==> src/shared/ptmr_regs.svh <==
`ifndef PTMR_REGS_SVH
`define PTMR_REGS_SVH

// register byte addresses
`define PTMR_OFS_COUNT 8'h00
`define PTMR_OFS_PERIOD 8'h04
`define PTMR_OFS_CTRL 8'h08
`define PTMR_OFS_IRQ_FLAG 8'h0C
`define PTMR_OFS_IRQ_EN 8'h10
`define PTMR_OFS_IRQ_PRIO 8'h14
`define PTMR_OFS_DISABLE 8'h18

// timer_control field positions
`define PTMR_CTRL_PRESC_LSB 0
`define PTMR_CTRL_PRESC_MSB 1
`define PTMR_CTRL_RUN_BIT 2
`define PTMR_CTRL_POST_LSB 3
`define PTMR_CTRL_POST_MSB 6

// reset values
`define PTMR_RST_COUNT 8'h00
`define PTMR_RST_PERIOD 8'hFF
`define PTMR_RST_CTRL 7'h00

// timing: instruction clock is the core clock divided by four
`define PTMR_INSTR_DIV 2'h3
`define PTMR_PRESC_DIV1 4'h0
`define PTMR_PRESC_DIV4 4'h3
`define PTMR_PRESC_DIV16 4'hF

// serial port mode that takes the match as shift clock
`define PTMR_SSP_TMR_CLK 4'h3

// axi responses
`define PTMR_RESP_OKAY 2'h0
`define PTMR_RESP_SLVERR 2'h2

`endif

==> src/shared/ptmr_pkg.sv <==
`default_nettype none
package ptmr_pkg;

	typedef enum logic [1:0] {
		PTMR_PRESC_1,
		PTMR_PRESC_4,
		PTMR_PRESC_16A,
		PTMR_PRESC_16B
	} ptmr_presc_e;

	typedef struct packed {
		logic [3:0] post_sel;
		logic run;
		ptmr_presc_e presc_sel;
	} ptmr_ctrl_s;

	typedef struct packed {
		logic [7:0] addr;
		logic [7:0] data;
		logic strb;
	} ptmr_wreq_s;

endpackage : ptmr_pkg
`default_nettype wire

==> src/core/ptmr_top.sv <==
// Overview of operation
// RL1: timer ticks only from instruction clock, core clock divided by four.
// RL2: count and period registers are both eight bits wide.
// RL3: count starts at zero and increments each prescaled tick while running.
// RL4: prescale select 00 divides by 1, 01 by 4, 1x by 16.
// RL5: count is compared with period every cycle; equality on a prescaled tick gives match.
// RL6: after match count reloads zero and postscaler advances.
// RL7: software reads count and period at any time and writes them while the module disable bit is clear.
// RL8: reset clears count and sets period to all ones.
// RL9: count write, control write and reset clear prescaler and postscaler.
// RL10: control write leaves the count value unchanged.
// RL11: postscale select picks 1 to 16 matches per interrupt flag.
// RL12: postscaled match latches flag; enable gates request; priority bit selects level.
// RL13: run bit at position 2 starts and stops the timer.
// RL14: unscaled match pulse is provided as time base for pwm units.
// RL15: serial port mode 0011 takes the match pulse as shift clock.
// RL16: in sleep the timer stops and count and period hold.
// RL17: module disable bit holds the timer in reset without clock.
// RL18: postscaler wraps to zero at the selected ratio.
`timescale 1ns/1ps
`default_nettype none
`include "ptmr_regs.svh"

module ptmr_top
	import ptmr_pkg::*;
(
	input wire logic CORE_CLK_I,
	input wire logic RST_I,
	input wire logic AWVALID_I,
	input wire logic [31:0] AWADDR_I,
	output logic AWREADY_O,
	input wire logic WVALID_I,
	input wire logic [31:0] WDATA_I,
	input wire logic [3:0] WSTRB_I,
	output logic WREADY_O,
	output logic BVALID_O,
	output logic [1:0] BRESP_O,
	input wire logic BREADY_I,
	input wire logic ARVALID_I,
	input wire logic [31:0] ARADDR_I,
	output logic ARREADY_O,
	output logic RVALID_O,
	output logic [31:0] RDATA_O,
	output logic [1:0] RRESP_O,
	input wire logic RREADY_I,
	input wire logic SLEEP_I,
	input wire logic [3:0] SSP_MODE_SEL_I,
	output logic MATCH_O,
	output logic SSP_SHIFT_CLK_O,
	output logic IRQ_O,
	output logic IRQ_PRIO_O
);

	// **********************************************
	// bus write channel
	// **********************************************
	logic awready_q;
	logic awready_d;
	logic wready_q;
	logic wready_d;
	logic bvalid_q;
	logic bvalid_d;
	logic [1:0] bresp_q;
	logic aw_hold_q;
	logic aw_hold_d;
	logic w_hold_q;
	logic w_hold_d;
	ptmr_wreq_s wreq_q;
	logic aw_take_w;
	logic w_take_w;
	logic wr_fire_w;
	logic wr_hit_w;

	assign aw_take_w = AWVALID_I & awready_q;
	assign w_take_w = WVALID_I & wready_q;
	// address and data may arrive in either order; both are parked
	assign wr_fire_w = aw_hold_q & w_hold_q & !bvalid_q;
	assign aw_hold_d = wr_fire_w ? 1'b0 : (aw_hold_q | aw_take_w);
	assign w_hold_d = wr_fire_w ? 1'b0 : (w_hold_q | w_take_w);
	assign bvalid_d = wr_fire_w | (bvalid_q & !BREADY_I);
	assign awready_d = !aw_hold_d & !bvalid_d;
	assign wready_d = !w_hold_d & !bvalid_d;

	always_ff @(posedge CORE_CLK_I) begin
		if (RST_I) begin
			awready_q <= 1'b0;
			wready_q <= 1'b0;
			bvalid_q <= 1'b0;
			aw_hold_q <= 1'b0;
			w_hold_q <= 1'b0;
		end else begin
			awready_q <= awready_d;
			wready_q <= wready_d;
			bvalid_q <= bvalid_d;
			aw_hold_q <= aw_hold_d;
			w_hold_q <= w_hold_d;
		end
	end

	always_ff @(posedge CORE_CLK_I) begin
		if (RST_I) begin
			wreq_q <= '0;
			bresp_q <= `PTMR_RESP_OKAY;
		end else begin
			if (aw_take_w) begin
				wreq_q.addr <= AWADDR_I[7:0];
			end
			if (w_take_w) begin
				wreq_q.data <= WDATA_I[7:0];
				wreq_q.strb <= WSTRB_I[0];
			end
			if (wr_fire_w) begin
				bresp_q <= wr_hit_w ? `PTMR_RESP_OKAY : `PTMR_RESP_SLVERR;
			end
		end
	end

	// **********************************************
	// write decode
	// **********************************************
	logic sel_count_w;
	logic sel_period_w;
	logic sel_ctrl_w;
	logic sel_flag_w;
	logic sel_en_w;
	logic sel_prio_w;
	logic sel_dis_w;
	logic wr_ok_w;
	logic wr_count_w;
	logic wr_period_w;
	logic wr_ctrl_w;
	logic wr_flag_w;
	logic wr_en_w;
	logic wr_prio_w;
	logic wr_dis_w;

	assign sel_count_w = (wreq_q.addr == `PTMR_OFS_COUNT);
	assign sel_period_w = (wreq_q.addr == `PTMR_OFS_PERIOD);
	assign sel_ctrl_w = (wreq_q.addr == `PTMR_OFS_CTRL);
	assign sel_flag_w = (wreq_q.addr == `PTMR_OFS_IRQ_FLAG);
	assign sel_en_w = (wreq_q.addr == `PTMR_OFS_IRQ_EN);
	assign sel_prio_w = (wreq_q.addr == `PTMR_OFS_IRQ_PRIO);
	assign sel_dis_w = (wreq_q.addr == `PTMR_OFS_DISABLE);
	assign wr_hit_w = sel_count_w | sel_period_w | sel_ctrl_w | sel_flag_w |
		sel_en_w | sel_prio_w | sel_dis_w;
	assign wr_ok_w = wr_fire_w & wreq_q.strb;
	assign wr_count_w = wr_ok_w & sel_count_w;
	assign wr_period_w = wr_ok_w & sel_period_w;
	assign wr_ctrl_w = wr_ok_w & sel_ctrl_w;
	assign wr_flag_w = wr_ok_w & sel_flag_w;
	assign wr_en_w = wr_ok_w & sel_en_w;
	assign wr_prio_w = wr_ok_w & sel_prio_w;
	assign wr_dis_w = wr_ok_w & sel_dis_w;

	// **********************************************
	// configuration registers
	// **********************************************
	ptmr_ctrl_s ctrl_q;
	logic [7:0] period_q; // RL2
	logic irq_en_q;
	logic irq_prio_q;
	logic disable_q;

	always_ff @(posedge CORE_CLK_I) begin
		if (RST_I) begin
			disable_q <= 1'b0;
			irq_en_q <= 1'b0;
			irq_prio_q <= 1'b0;
		end else begin
			if (wr_dis_w) begin
				disable_q <= wreq_q.data[0];
			end
			if (wr_en_w) begin
				irq_en_q <= wreq_q.data[0];
			end
			if (wr_prio_w) begin
				irq_prio_q <= wreq_q.data[0];
			end
		end
	end

	// a disabled timer behaves as if reset; control, period and count writes are dropped
	always_ff @(posedge CORE_CLK_I) begin
		if (RST_I || disable_q) begin // RL17
			ctrl_q <= ptmr_ctrl_s'(`PTMR_RST_CTRL);
			period_q <= `PTMR_RST_PERIOD; // RL8
		end else begin
			if (wr_ctrl_w) begin
				ctrl_q <= ptmr_ctrl_s'(wreq_q.data[6:0]);
			end
			if (wr_period_w) begin
				period_q <= wreq_q.data; // RL7
			end
		end
	end

	// **********************************************
	// instruction clock and prescaler
	// **********************************************
	logic [1:0] instr_div_q;
	logic instr_ce_w;
	logic tick_w;
	logic scaler_clr_w;
	logic presc_ce_w;

	assign instr_ce_w = (instr_div_q == `PTMR_INSTR_DIV); // RL1

	always_ff @(posedge CORE_CLK_I) begin
		if (RST_I) begin
			instr_div_q <= 2'h0;
		end else begin
			instr_div_q <= instr_div_q + 2'h1;
		end
	end

	// sleep and disable stop the ticks; in sleep count and period simply hold, disable resets them
	assign tick_w = instr_ce_w & ctrl_q.run & !SLEEP_I & !disable_q; // RL13 RL16
	assign scaler_clr_w = wr_count_w | wr_ctrl_w | disable_q; // RL9 RL10

	ptmr_presc u_presc (
		.clk_i(CORE_CLK_I),
		.rst_i(RST_I),
		.clr_i(scaler_clr_w),
		.tick_i(tick_w),
		.sel_i(ctrl_q.presc_sel),
		.ce_o(presc_ce_w)
	);

	// **********************************************
	// count, compare and postscaler
	// **********************************************
	logic [7:0] count_q;
	logic [7:0] count_d;
	logic equal_w;
	logic match_w;
	logic [3:0] post_q;
	logic [3:0] post_d;
	logic post_wrap_w;
	logic flag_set_w;

	assign equal_w = (count_q == period_q); // RL5
	assign match_w = presc_ce_w & equal_w;
	// software write beats a concurrent increment
	assign count_d = wr_count_w ? wreq_q.data : // RL7
		match_w ? `PTMR_RST_COUNT : // RL6
		presc_ce_w ? count_q + 8'h01 : count_q; // RL3

	always_ff @(posedge CORE_CLK_I) begin
		if (RST_I || disable_q) begin
			count_q <= `PTMR_RST_COUNT; // RL8
		end else begin
			count_q <= count_d;
		end
	end

	assign post_wrap_w = (post_q == ctrl_q.post_sel); // RL11
	assign flag_set_w = match_w & post_wrap_w;
	assign post_d = scaler_clr_w ? 4'h0 :
		!match_w ? post_q : // RL6
		post_wrap_w ? 4'h0 : post_q + 4'h1; // RL18

	always_ff @(posedge CORE_CLK_I) begin
		if (RST_I) begin
			post_q <= 4'h0;
		end else begin
			post_q <= post_d;
		end
	end

	// **********************************************
	// interrupt flag
	// **********************************************
	logic flag_q;
	logic flag_d;

	// a new event in the clearing cycle keeps the flag set
	assign flag_d = flag_set_w | (flag_q & !(wr_flag_w & wreq_q.data[0]));

	always_ff @(posedge CORE_CLK_I) begin
		if (RST_I) begin
			flag_q <= 1'b0;
		end else begin
			flag_q <= flag_d; // RL12
		end
	end

	// **********************************************
	// outputs
	// **********************************************
	logic match_out_q;
	logic ssp_clk_q;
	logic irq_q;
	logic prio_q;

	always_ff @(posedge CORE_CLK_I) begin
		if (RST_I) begin
			match_out_q <= 1'b0;
			ssp_clk_q <= 1'b0;
			irq_q <= 1'b0;
			prio_q <= 1'b0;
		end else begin
			match_out_q <= match_w; // RL14
			ssp_clk_q <= match_w & (SSP_MODE_SEL_I == `PTMR_SSP_TMR_CLK); // RL15
			irq_q <= flag_d & irq_en_q; // RL12
			prio_q <= irq_prio_q; // RL12
		end
	end

	// **********************************************
	// bus read channel
	// **********************************************
	logic arready_q;
	logic arready_d;
	logic rvalid_q;
	logic rvalid_d;
	logic [31:0] rdata_q;
	logic [1:0] rresp_q;
	logic ar_take_w;
	logic [7:0] raddr_w;
	logic [7:0] rmux_w;
	logic rhit_w;

	assign ar_take_w = ARVALID_I & arready_q;
	assign rvalid_d = ar_take_w | (rvalid_q & !RREADY_I);
	assign arready_d = !rvalid_d;
	assign raddr_w = ARADDR_I[7:0];
	assign rhit_w = (raddr_w == `PTMR_OFS_COUNT) |
		(raddr_w == `PTMR_OFS_PERIOD) | (raddr_w == `PTMR_OFS_CTRL) |
		(raddr_w == `PTMR_OFS_IRQ_FLAG) | (raddr_w == `PTMR_OFS_IRQ_EN) |
		(raddr_w == `PTMR_OFS_IRQ_PRIO) | (raddr_w == `PTMR_OFS_DISABLE);
	// bit 7 of the control register is unimplemented and reads zero
	assign rmux_w = (raddr_w == `PTMR_OFS_COUNT) ? count_q :
		(raddr_w == `PTMR_OFS_PERIOD) ? period_q :
		(raddr_w == `PTMR_OFS_CTRL) ? {1'b0, ctrl_q} :
		(raddr_w == `PTMR_OFS_IRQ_FLAG) ? {7'h00, flag_q} :
		(raddr_w == `PTMR_OFS_IRQ_EN) ? {7'h00, irq_en_q} :
		(raddr_w == `PTMR_OFS_IRQ_PRIO) ? {7'h00, irq_prio_q} :
		(raddr_w == `PTMR_OFS_DISABLE) ? {7'h00, disable_q} : 8'h00;

	always_ff @(posedge CORE_CLK_I) begin
		if (RST_I) begin
			arready_q <= 1'b0;
			rvalid_q <= 1'b0;
			rdata_q <= 32'h0000_0000;
			rresp_q <= `PTMR_RESP_OKAY;
		end else begin
			arready_q <= arready_d;
			rvalid_q <= rvalid_d;
			if (ar_take_w) begin
				rdata_q <= {24'h00_0000, rmux_w};
				rresp_q <= rhit_w ? `PTMR_RESP_OKAY : `PTMR_RESP_SLVERR;
			end
		end
	end

	assign AWREADY_O = awready_q;
	assign WREADY_O = wready_q;
	assign BVALID_O = bvalid_q;
	assign BRESP_O = bresp_q;
	assign ARREADY_O = arready_q;
	assign RVALID_O = rvalid_q;
	assign RDATA_O = rdata_q;
	assign RRESP_O = rresp_q;
	assign MATCH_O = match_out_q;
	assign SSP_SHIFT_CLK_O = ssp_clk_q;
	assign IRQ_O = irq_q;
	assign IRQ_PRIO_O = prio_q;

endmodule : ptmr_top
`default_nettype wire

==> src/core/ptmr_presc.sv <==
`timescale 1ns/1ps
`default_nettype none
`include "ptmr_regs.svh"

module ptmr_presc
	import ptmr_pkg::*;
(
	input wire logic clk_i,
	input wire logic rst_i,
	input wire logic clr_i,
	input wire logic tick_i,
	input wire ptmr_presc_e sel_i,
	output logic ce_o
);

	logic [3:0] cnt_q;
	logic [3:0] cnt_d;
	logic [3:0] limit_w;
	logic wrap_w;

	// **********************************************
	// division select
	// **********************************************
	assign limit_w = (sel_i == PTMR_PRESC_1) ? `PTMR_PRESC_DIV1 :
		(sel_i == PTMR_PRESC_4) ? `PTMR_PRESC_DIV4 :
		`PTMR_PRESC_DIV16; // RL4
	assign wrap_w = (cnt_q >= limit_w);
	assign ce_o = tick_i & wrap_w;
	assign cnt_d = clr_i ? 4'h0 :
		!tick_i ? cnt_q :
		wrap_w ? 4'h0 : cnt_q + 4'h1;

	always_ff @(posedge clk_i) begin
		if (rst_i) begin
			cnt_q <= 4'h0;
		end else begin
			cnt_q <= cnt_d;
		end
	end

endmodule : ptmr_presc
`default_nettype wire

==> config.mk <==
export PLATFORM = sky130hd
export DESIGN_NAME = ptmr_top
export DESIGN_NICKNAME = d
export VERILOG_FILES = /design/src/shared/ptmr_pkg.sv /design/src/core/ptmr_top.sv /design/src/core/ptmr_presc.sv
export VERILOG_INCLUDE_DIRS = /design/src /design/src/shared
export SDC_FILE = /design/constraint.sdc
export NUM_CORES = 1
export LEC_CHECK = 0
export BUFFER_PORTS_ARGS = -buffer_cell sky130_fd_sc_hd__buf_2
export CAP_MARGIN = 25
export CORE_ASPECT_RATIO = 0.75
export CORE_MARGIN = 2
export CORE_UTILIZATION = 35
export CTS_CLUSTER_DIAMETER = 60
export DETAILED_ROUTE_END_ITERATION = 16
export SETUP_SLACK_MARGIN = 0.5
export SLEW_MARGIN = 20
export SYNTH_ARGS = -nofsm -noshare
export SYNTH_HDL_FRONTEND = slang
export SYNTH_SLANG_ARGS = --single-unit
==> constraint.sdc <==
create_clock -name CORE_CLK_I -period 4.5 [get_ports CORE_CLK_I]
set_input_delay 0.9 -clock CORE_CLK_I [delete_from_list [all_inputs] [get_ports CORE_CLK_I]]
set_output_delay 0.9 -clock CORE_CLK_I [all_outputs]
set_load 0.1 [all_outputs]
== Yosys cells after proc, flatten, opt, wreduce, memory -nomap -nowiden ==
Index checks and enable logic that the tools add are counted.

* Bits in registers: 77
* Input bits: 112

* Add/subtract/negate cells: 4
* Magnitude comparators: 1
* Eq/ne operators: 17
* Multiplexer cells: 18
* Bitwise logic cells: 46
* Reductions and logical operators: 16

{| class="wikitable"
|+ Operators by type and width
! cell !! number
|-
| 8-bit by 5-bit equality test with 1-bit output (second input constant) || 6
|-
| 8-bit 2-to-1 mux || 5
|-
| 8-bit by 4-bit equality test with 1-bit output (second input constant) || 4
|-
| 1-bit AND || 27
|-
| 1-bit bitwise OR || 19
|-
| 8-bit by 3-bit equality test with 1-bit output (second input constant) || 2
|-
| 8-bit zero test || 2
|-
| 4-bit 2-to-1 mux || 4
|-
| 1-bit zero test || 10
|-
| 4-bit by 1-bit adder with 4-bit output (second input constant) || 2
|-
| 8-bit by 1-bit adder with 8-bit output (second input constant) || 1
|-
| 8-bit equality test || 1
|-
| 7-bit 2-to-1 mux || 1
|-
| 1-bit 2-to-1 mux || 6
|-
| 4-bit by 2-bit equality test with 1-bit output (second input constant) || 1
|-
| 4-bit equality test || 1
|-
| 4-bit greater-or-equal comparator || 1
|-
| 2-bit 2-to-1 mux || 2
|-
| 3-bit nonzero test || 1
|-
| 2-bit by 1-bit adder with 2-bit output (second input constant) || 1
|-
| 2-bit by 1-bit equality test with 1-bit output (second input constant) || 1
|-
| 2-bit equality test (second input constant) || 1
|-
| 2-bit zero test || 1
|-
| 2-bit OR reduction || 1
|-
| 1-bit logical OR || 1
|}

== Logic depth before layout (Yosys ltp) ==
* Word-level depth: 9
* Mapped depth: 9
* Gate-level depth less buffers: 7

== Hierarchy ==
Synthesis repeated with hierarchy kept, for this count alone.

* Cell total of the unflattened synthesis: 431
* Area total of the unflattened synthesis: 3676.0 µm²

{| class="wikitable"
|+ By module, submodules not included
! module !! instances !! cells an instance !! area each (µm²) !! sequential area each (µm²)
|-
| ptmr_top || 1 || 395 || 3343.2 || 1421.4
|-
| ptmr_presc || 1 || 36 || 332.8 || 80.1
|}

== Least setup slack after synthesis ==
Ideal clock, no wire load.

* Kind: input-to-reg
* Start: input SLEEP_I
* End: register count_q[3]
* Library setup time: 0.074 ns
* Arrival time: 2.303 ns
* Slack: 2.123 ns
* Stages: 6
* Path buffers: 1
* Cell sequence: and4bb_2 > o21ai_1 > or2_1 > clkbuf_1 > or4_1 > a31oi_1

* Longest elaborated chain between the ends: 7
* Elaborated cells between the ends (all ways): 8
* Classes of those cells: mux (2); bitwise (4); reduce/logical (2)

{| class="wikitable"
|+ RTL lines
! item !! RTL line !! RTL
|-
| start, declared || ptmr_top.sv:46 || <nowiki>input wire logic SLEEP_I,</nowiki>
|-
| 1-bit zero test * || ptmr_top.sv:217 || <nowiki>assign tick_w = instr_ce_w & ctrl_q.run & !SLEEP_I & !disable_q;</nowiki>
|-
| 1-bit AND * (2 in a row) || ptmr_top.sv:217 ||
|-
| 1-bit AND * || ptmr_presc.sv:28 || <nowiki>assign ce_o = tick_i & wrap_w;</nowiki>
|-
| 1-bit AND || ptmr_top.sv:242 || <nowiki>assign match_w = presc_ce_w & equal_w;</nowiki>
|-
| 8-bit 2-to-1 mux || ptmr_top.sv:245 || <nowiki>match_w ? `PTMR_RST_COUNT :</nowiki>
|-
| 8-bit 2-to-1 mux || ptmr_top.sv:244 || <nowiki>assign count_d = wr_count_w ? wreq_q.data :</nowiki>
|-
| end signal, assigned || ptmr_top.sv:250 || <nowiki>count_q <= `PTMR_RST_COUNT;</nowiki>
|-
| end signal, assigned || ptmr_top.sv:252 || <nowiki>count_q <= count_d;</nowiki>
|-
| end, declared || ptmr_top.sv:232 || <nowiki>logic [7:0] count_q;</nowiki>
|}

Every way passes the cells marked *; elsewhere a longest branch is shown, timed or not.
A chain may end at the register's enable or synchronous reset.

== Worst setup path after layout ==
* Start: register ctrl_q[1] (netlist bit)
* End: register count_q[6]

* Longest elaborated chain between the ends: 8
* Elaborated cells between the ends (all ways): 10
* Classes of those cells: order compare (1); eq/ne (1); mux (4); bitwise (2); reduce/logical (2)

{| class="wikitable"
|+ RTL lines
! item !! RTL line !! RTL
|-
| start, declared || ptmr_top.sv:158 || <nowiki>ptmr_ctrl_s ctrl_q;</nowiki>
|-
| start signal, assigned || ptmr_top.sv:185 || <nowiki>ctrl_q <= ptmr_ctrl_s'(`PTMR_RST_CTRL);</nowiki>
|-
| start signal, assigned || ptmr_top.sv:189 || <nowiki>ctrl_q <= ptmr_ctrl_s'(wreq_q.data[6:0]);</nowiki>
|-
| 2-bit by 1-bit equality test with 1-bit output || ptmr_presc.sv:25 || <nowiki>(sel_i == PTMR_PRESC_4) ? `PTMR_PRESC_DIV4 :</nowiki>
|-
| 4-bit 2-to-1 mux (no line) || n/a ||
|-
| 4-bit 2-to-1 mux (no line) * || n/a ||
|-
| 4-bit greater-or-equal comparator * || ptmr_presc.sv:27 || <nowiki>assign wrap_w = (cnt_q >= limit_w);</nowiki>
|-
| 1-bit AND * || ptmr_presc.sv:28 ||
|-
| 1-bit AND || ptmr_top.sv:242 ||
|-
| 8-bit 2-to-1 mux || ptmr_top.sv:245 ||
|-
| 8-bit 2-to-1 mux || ptmr_top.sv:244 ||
|}

Marked as above.

==> out/summary.md <==
The worst relative slew slack was 0.4100. The synthesized netlist occupies a cell area of 3640 µm². The worst hold path belongs to the class flop to flop.

The total overflow reported by the global router was 0; the die width was 121.8 µm. Portion of total power attributed to the clock network: 0.462. The max-slew violation count was 0. For the detailed-route DRC error count, the log shows 0. The worst setup slack for register-to-register paths was 1.82 ns.

TritonCTS built the clock tree. The logs give 10210 µm² for the floorplan core area and 32 for the floorplan row count. The clock passes through at most 2 buffers. The slack of the critical path was 1.819 ns.

Buffers placed on the I/O ports in this run total 55. Hold buffer count at cts: 0. The flow ran to the end, and the final reports show no timing, DRC or antenna violations. After clock tree synthesis, the clock-pin slew on the worst setup and hold paths is 0.06 ns.

The mean instance size in the synthesized netlist came out at 8.584 µm². The highest fanout seen on the critical path was 16. The share of cells above drive strength 1 was 0.1712; the number of H-tree levels was 3. The switching power summed over all nets was 0.4622 mW; the weighted congestion at the end of routability-driven global placement was 0.9291. The synthesized instance count was 424. Relative to the synthesized area, the layout overhead comes to 16.02%. Number of failing hold endpoints at the final stage: 0. The number of setup buffers added after CTS is 0. The total track usage is 0.1649, and the number of resized instances in the post-cts repair step is 0.

STA puts the critical path data arrival time at 2.91 ns. The run gives 0.413 as the part of the total power dissipated in sequential elements. The total number of vias is 3062, and the overall routed net length is 8.730 mm. The share of the clock period used by the worst path is 0.5958. The critical path is of the flop to flop type. The required time reported for the critical path endpoint was 4.73 ns.

The per-cell routed wire length was 14.33 µm; the power density normalized to cell area was 401.6 nW/µm². Dividing the detail-routed via count by the number of cells gives 5.028. In this run the static leakage power is 1.689 nW. For the finished layout, the period the worst path requires is 2.681 ns. Yosys mapped a number of flops with a built-in enable equal to 0. The first routing iteration left 156 violations. After detailed placement, the design holds a cell count of 593. Across the VDD grid, the largest voltage drop is 0.0002191 V. STA classifies the critical path endpoint as a flop. The synthesized netlist contains 52 unique library cells. The total I/O pin count came out at 157. The tree is rooted in a sky130_fd_sc_hd__clkbuf_16. For this run, the number of Yosys warnings is 0. The detailed-routing iteration count for the pre-antenna-repair pass is 4, and the share of the core filled with cells in the final layout is 0.4136. Setup violations remaining at the end of the flow were counted as 0.

For the number of non-filler instances in the completed layout, the log shows 609. The effective utilization at floorplan is 0.3565, and the slew of the pin with the lowest slew margin is 0.8850 ns. OpenSTA, run right after detailed placement, puts the worst setup slack at 1.746 ns.

Half-perimeter wire length of the detailed placement result: 6.169 mm. The clock net in this run drives a total of 75 sinks. The insertion delay of the later-clocked pin in the worst-skew pair is 0.34 ns. The fraction of synthesis flops using an asynchronous set or reset pin is 0, and the final-stage net count is 588. For the remaining antenna violation count, the log shows 0. The tool flagged a number of max-cap violations equal to 0. Maximum clock frequency: 0.3730 GHz.

The run gives 0 ns as the total negative setup slack. In the synthesized netlist the dominant register cell turns out to be sky130_fd_sc_hd__dfxtp_1. The share of the yosys chip area belonging to registers was 0.4125. Setup repair after global routing left no endpoint under its margin. The initial antenna violation count was 0. Entering global routing, the biggest net connects 47 pins.

The internal portion of the total power is 1.234 mW. The proportion of total power due to net switching is 0.2725, and the flip-flop and latch count after synthesis is 75. The share of power burned in combinational logic came out at 0.125. The height of the die was 92.32 µm. The logs give 0.004745 ns for the clock skew after layout and 0 for the antenna diode count. The number of global-route vias before repair is 2894. In this run, CTS created clock tree buffers numbering 9. The first global-routing pass estimated 14.36 mm of wire. The worst setup path is launched from a flop. The floorplan step defined a die boundary enclosing 11240 µm².
==> power groups by stage <==
stage	Clock [mW]	Combinational (mW)	Sequential (mW)
after detailed placement	0	0.211	0.714
after global routing	0.831	0.224	0.703
after floorplan	0	0.170	0.735
final	0.784	0.212	0.700
after global placement	0	0.210	0.713
after CTS	0.803	0.212	0.700
==> cell usage after synthesis, types with 2 or more instances <==
master,number,area (µm²)
sky130_fd_sc_hd__a2bb2oi_1,2,17.52
sky130_fd_sc_hd__a21boi_0,4,30.03
sky130_fd_sc_hd__ha_1,8,100.1
sky130_fd_sc_hd__o21a_1,2,15.01
sky130_fd_sc_hd__buf_2,2,10.01
sky130_fd_sc_hd__nand2_1,66,247.7
sky130_fd_sc_hd__xor2_1,2,17.52
sky130_fd_sc_hd__inv_1,3,11.26
sky130_fd_sc_hd__nor2b_1,6,37.54
sky130_fd_sc_hd__mux2i_1,28,280.3
sky130_fd_sc_hd__nor4_1,4,25.02
sky130_fd_sc_hd__o21ai_0,10,50.05
sky130_fd_sc_hd__nand4b_1,5,43.79
sky130_fd_sc_hd__and2_1,2,12.51
sky130_fd_sc_hd__nor3_1,8,40.04
sky130_fd_sc_hd__nand4_1,5,31.28
sky130_fd_sc_hd__a31oi_1,4,25.02
sky130_fd_sc_hd__nand2b_1,2,12.51
sky130_fd_sc_hd__a22oi_1,8,60.06
sky130_fd_sc_hd__buf_4,27,202.7
sky130_fd_sc_hd__buf_1,2,7.510
sky130_fd_sc_hd__o41ai_1,3,26.28
sky130_fd_sc_hd__o21ai_1,9,45.04
sky130_fd_sc_hd__clkbuf_1,15,56.30
sky130_fd_sc_hd__or2_2,4,25.02
sky130_fd_sc_hd__o211ai_1,2,15.01
sky130_fd_sc_hd__nand3b_1,2,15.01
sky130_fd_sc_hd__xnor2_1,13,113.9
sky130_fd_sc_hd__o221a_1,3,33.78
sky130_fd_sc_hd__a21oi_1,27,135.1
sky130_fd_sc_hd__or2_1,2,12.51
sky130_fd_sc_hd__dfxtp_1,75,1501
sky130_fd_sc_hd__nand3_1,9,45.04
sky130_fd_sc_hd__nor3b_1,2,15.01
sky130_fd_sc_hd__nor2_1,41,153.9
==> critical path, stage by stage, from the launching register on <==
cell                        delay, ns
sky130_fd_sc_hd__dfxtp_1         0.34
sky130_fd_sc_hd__or2_2           0.32
sky130_fd_sc_hd__ha_1            0.26
sky130_fd_sc_hd__nand2b_1        0.14
sky130_fd_sc_hd__a2111oi_0       0.50
sky130_fd_sc_hd__or2_1           0.58
sky130_fd_sc_hd__o41ai_1         0.17
sky130_fd_sc_hd__o221a_1         0.25
==> kinds of logic after synthesis <==
group	share of synthesized area
xor gates and xnor gates	0.03610
adders and majority gates	0.02750
buffers and inverters	0.08216
AOI/OAI and AO/OA	0.1399
muxes	0.07700
and+or+nand+nor	0.2238
other	0.001030
DFF	0.4125
==> routing by layer <==
metal	share of wire	up-vias	global-route usage
li1	-	1527	-
met1	0.49	1414	0.2371
met2	0.40	107	0.2337
met3	0.088	14	0.04803
met4	0.015	0	0.05651
met5	0	-	0
==> final cells by class <==
type,count,area [µm²]
Timing Repair Buffer,55,275.3
Inverter,3,11.26
Tap cell,136,170.2
Clock buffer,12,256.5
Multi-Input combinational cell,324,1936
Sequential cell,75,1501
Clock inverter,4,72.57
Fill cell,1054,5987
==> final timing paths <==
kind | from | depth (start not counted) | endpoint
setup reg to reg | ctrl_q[1] | 7 | count_q[6]
setup / recovery | ctrl_q[1] | 7 | count_q[6]
hold reg to reg | instr_div_q[0] | 1 | instr_div_q[0]
hold / removal | instr_div_q[0] | 1 | instr_div_q[0]
==> per-stage QoR <==
step	area (µm²)	hold slack (ns)	total power, mW
3_3_place_gp	3891	0.4066	0.9231
4_1_cts	4220	0.4234	1.714
2_1_floorplan	3734	0.3992	0.9056
3_5_place_dp	3891	0.4131	0.9255
5_1_grt	4223	0.4609	1.758
6_report	4223	0.4251	1.696
==> registers in the layout, summed over array words and instances (netlist names), 2 cells and up <==
name / cells
instr_div_q: 2
ctrl_q: 7
post_q: 4
period_q: 8
count_q: 8
u_presc.cnt_q: 4
RDATA_O: 8
wreq_q: 17
==> cells in the final DEF (no fill, tap or decap), types with 2 or more instances in the layout <==
cell and n:
sky130_fd_sc_hd__dfxtp_1 75, sky130_fd_sc_hd__nand2_1 66, sky130_fd_sc_hd__buf_2 55, sky130_fd_sc_hd__nor2_1 40
sky130_fd_sc_hd__mux2i_1 28, sky130_fd_sc_hd__a21oi_1 27, sky130_fd_sc_hd__conb_1 26, sky130_fd_sc_hd__xnor2_1 13
sky130_fd_sc_hd__o21ai_0 10, sky130_fd_sc_hd__nand3_1 9, sky130_fd_sc_hd__o21ai_1 9, sky130_fd_sc_hd__clkbuf_16 9
sky130_fd_sc_hd__nor3_1 8, sky130_fd_sc_hd__a22oi_1 8, sky130_fd_sc_hd__ha_1 8, sky130_fd_sc_hd__nor2b_1 6
sky130_fd_sc_hd__nand4_1 5, sky130_fd_sc_hd__nand4b_1 5, sky130_fd_sc_hd__or2_2 4, sky130_fd_sc_hd__nor4_1 4
sky130_fd_sc_hd__a21boi_0 4, sky130_fd_sc_hd__a31oi_1 4, sky130_fd_sc_hd__inv_1 3, sky130_fd_sc_hd__o41ai_1 3
sky130_fd_sc_hd__o221a_1 3, sky130_fd_sc_hd__nor3b_1 2, sky130_fd_sc_hd__o211ai_1 2, sky130_fd_sc_hd__and2_1 2
sky130_fd_sc_hd__nand3b_1 2, sky130_fd_sc_hd__nand2b_1 2, sky130_fd_sc_hd__o21a_1 2, sky130_fd_sc_hd__or2_1 2
sky130_fd_sc_hd__a2bb2oi_1 2, sky130_fd_sc_hd__xor2_1 2, sky130_fd_sc_hd__bufinv_16 2, sky130_fd_sc_hd__clkbuf_8 2
Power figures use the tool's default switching activity.
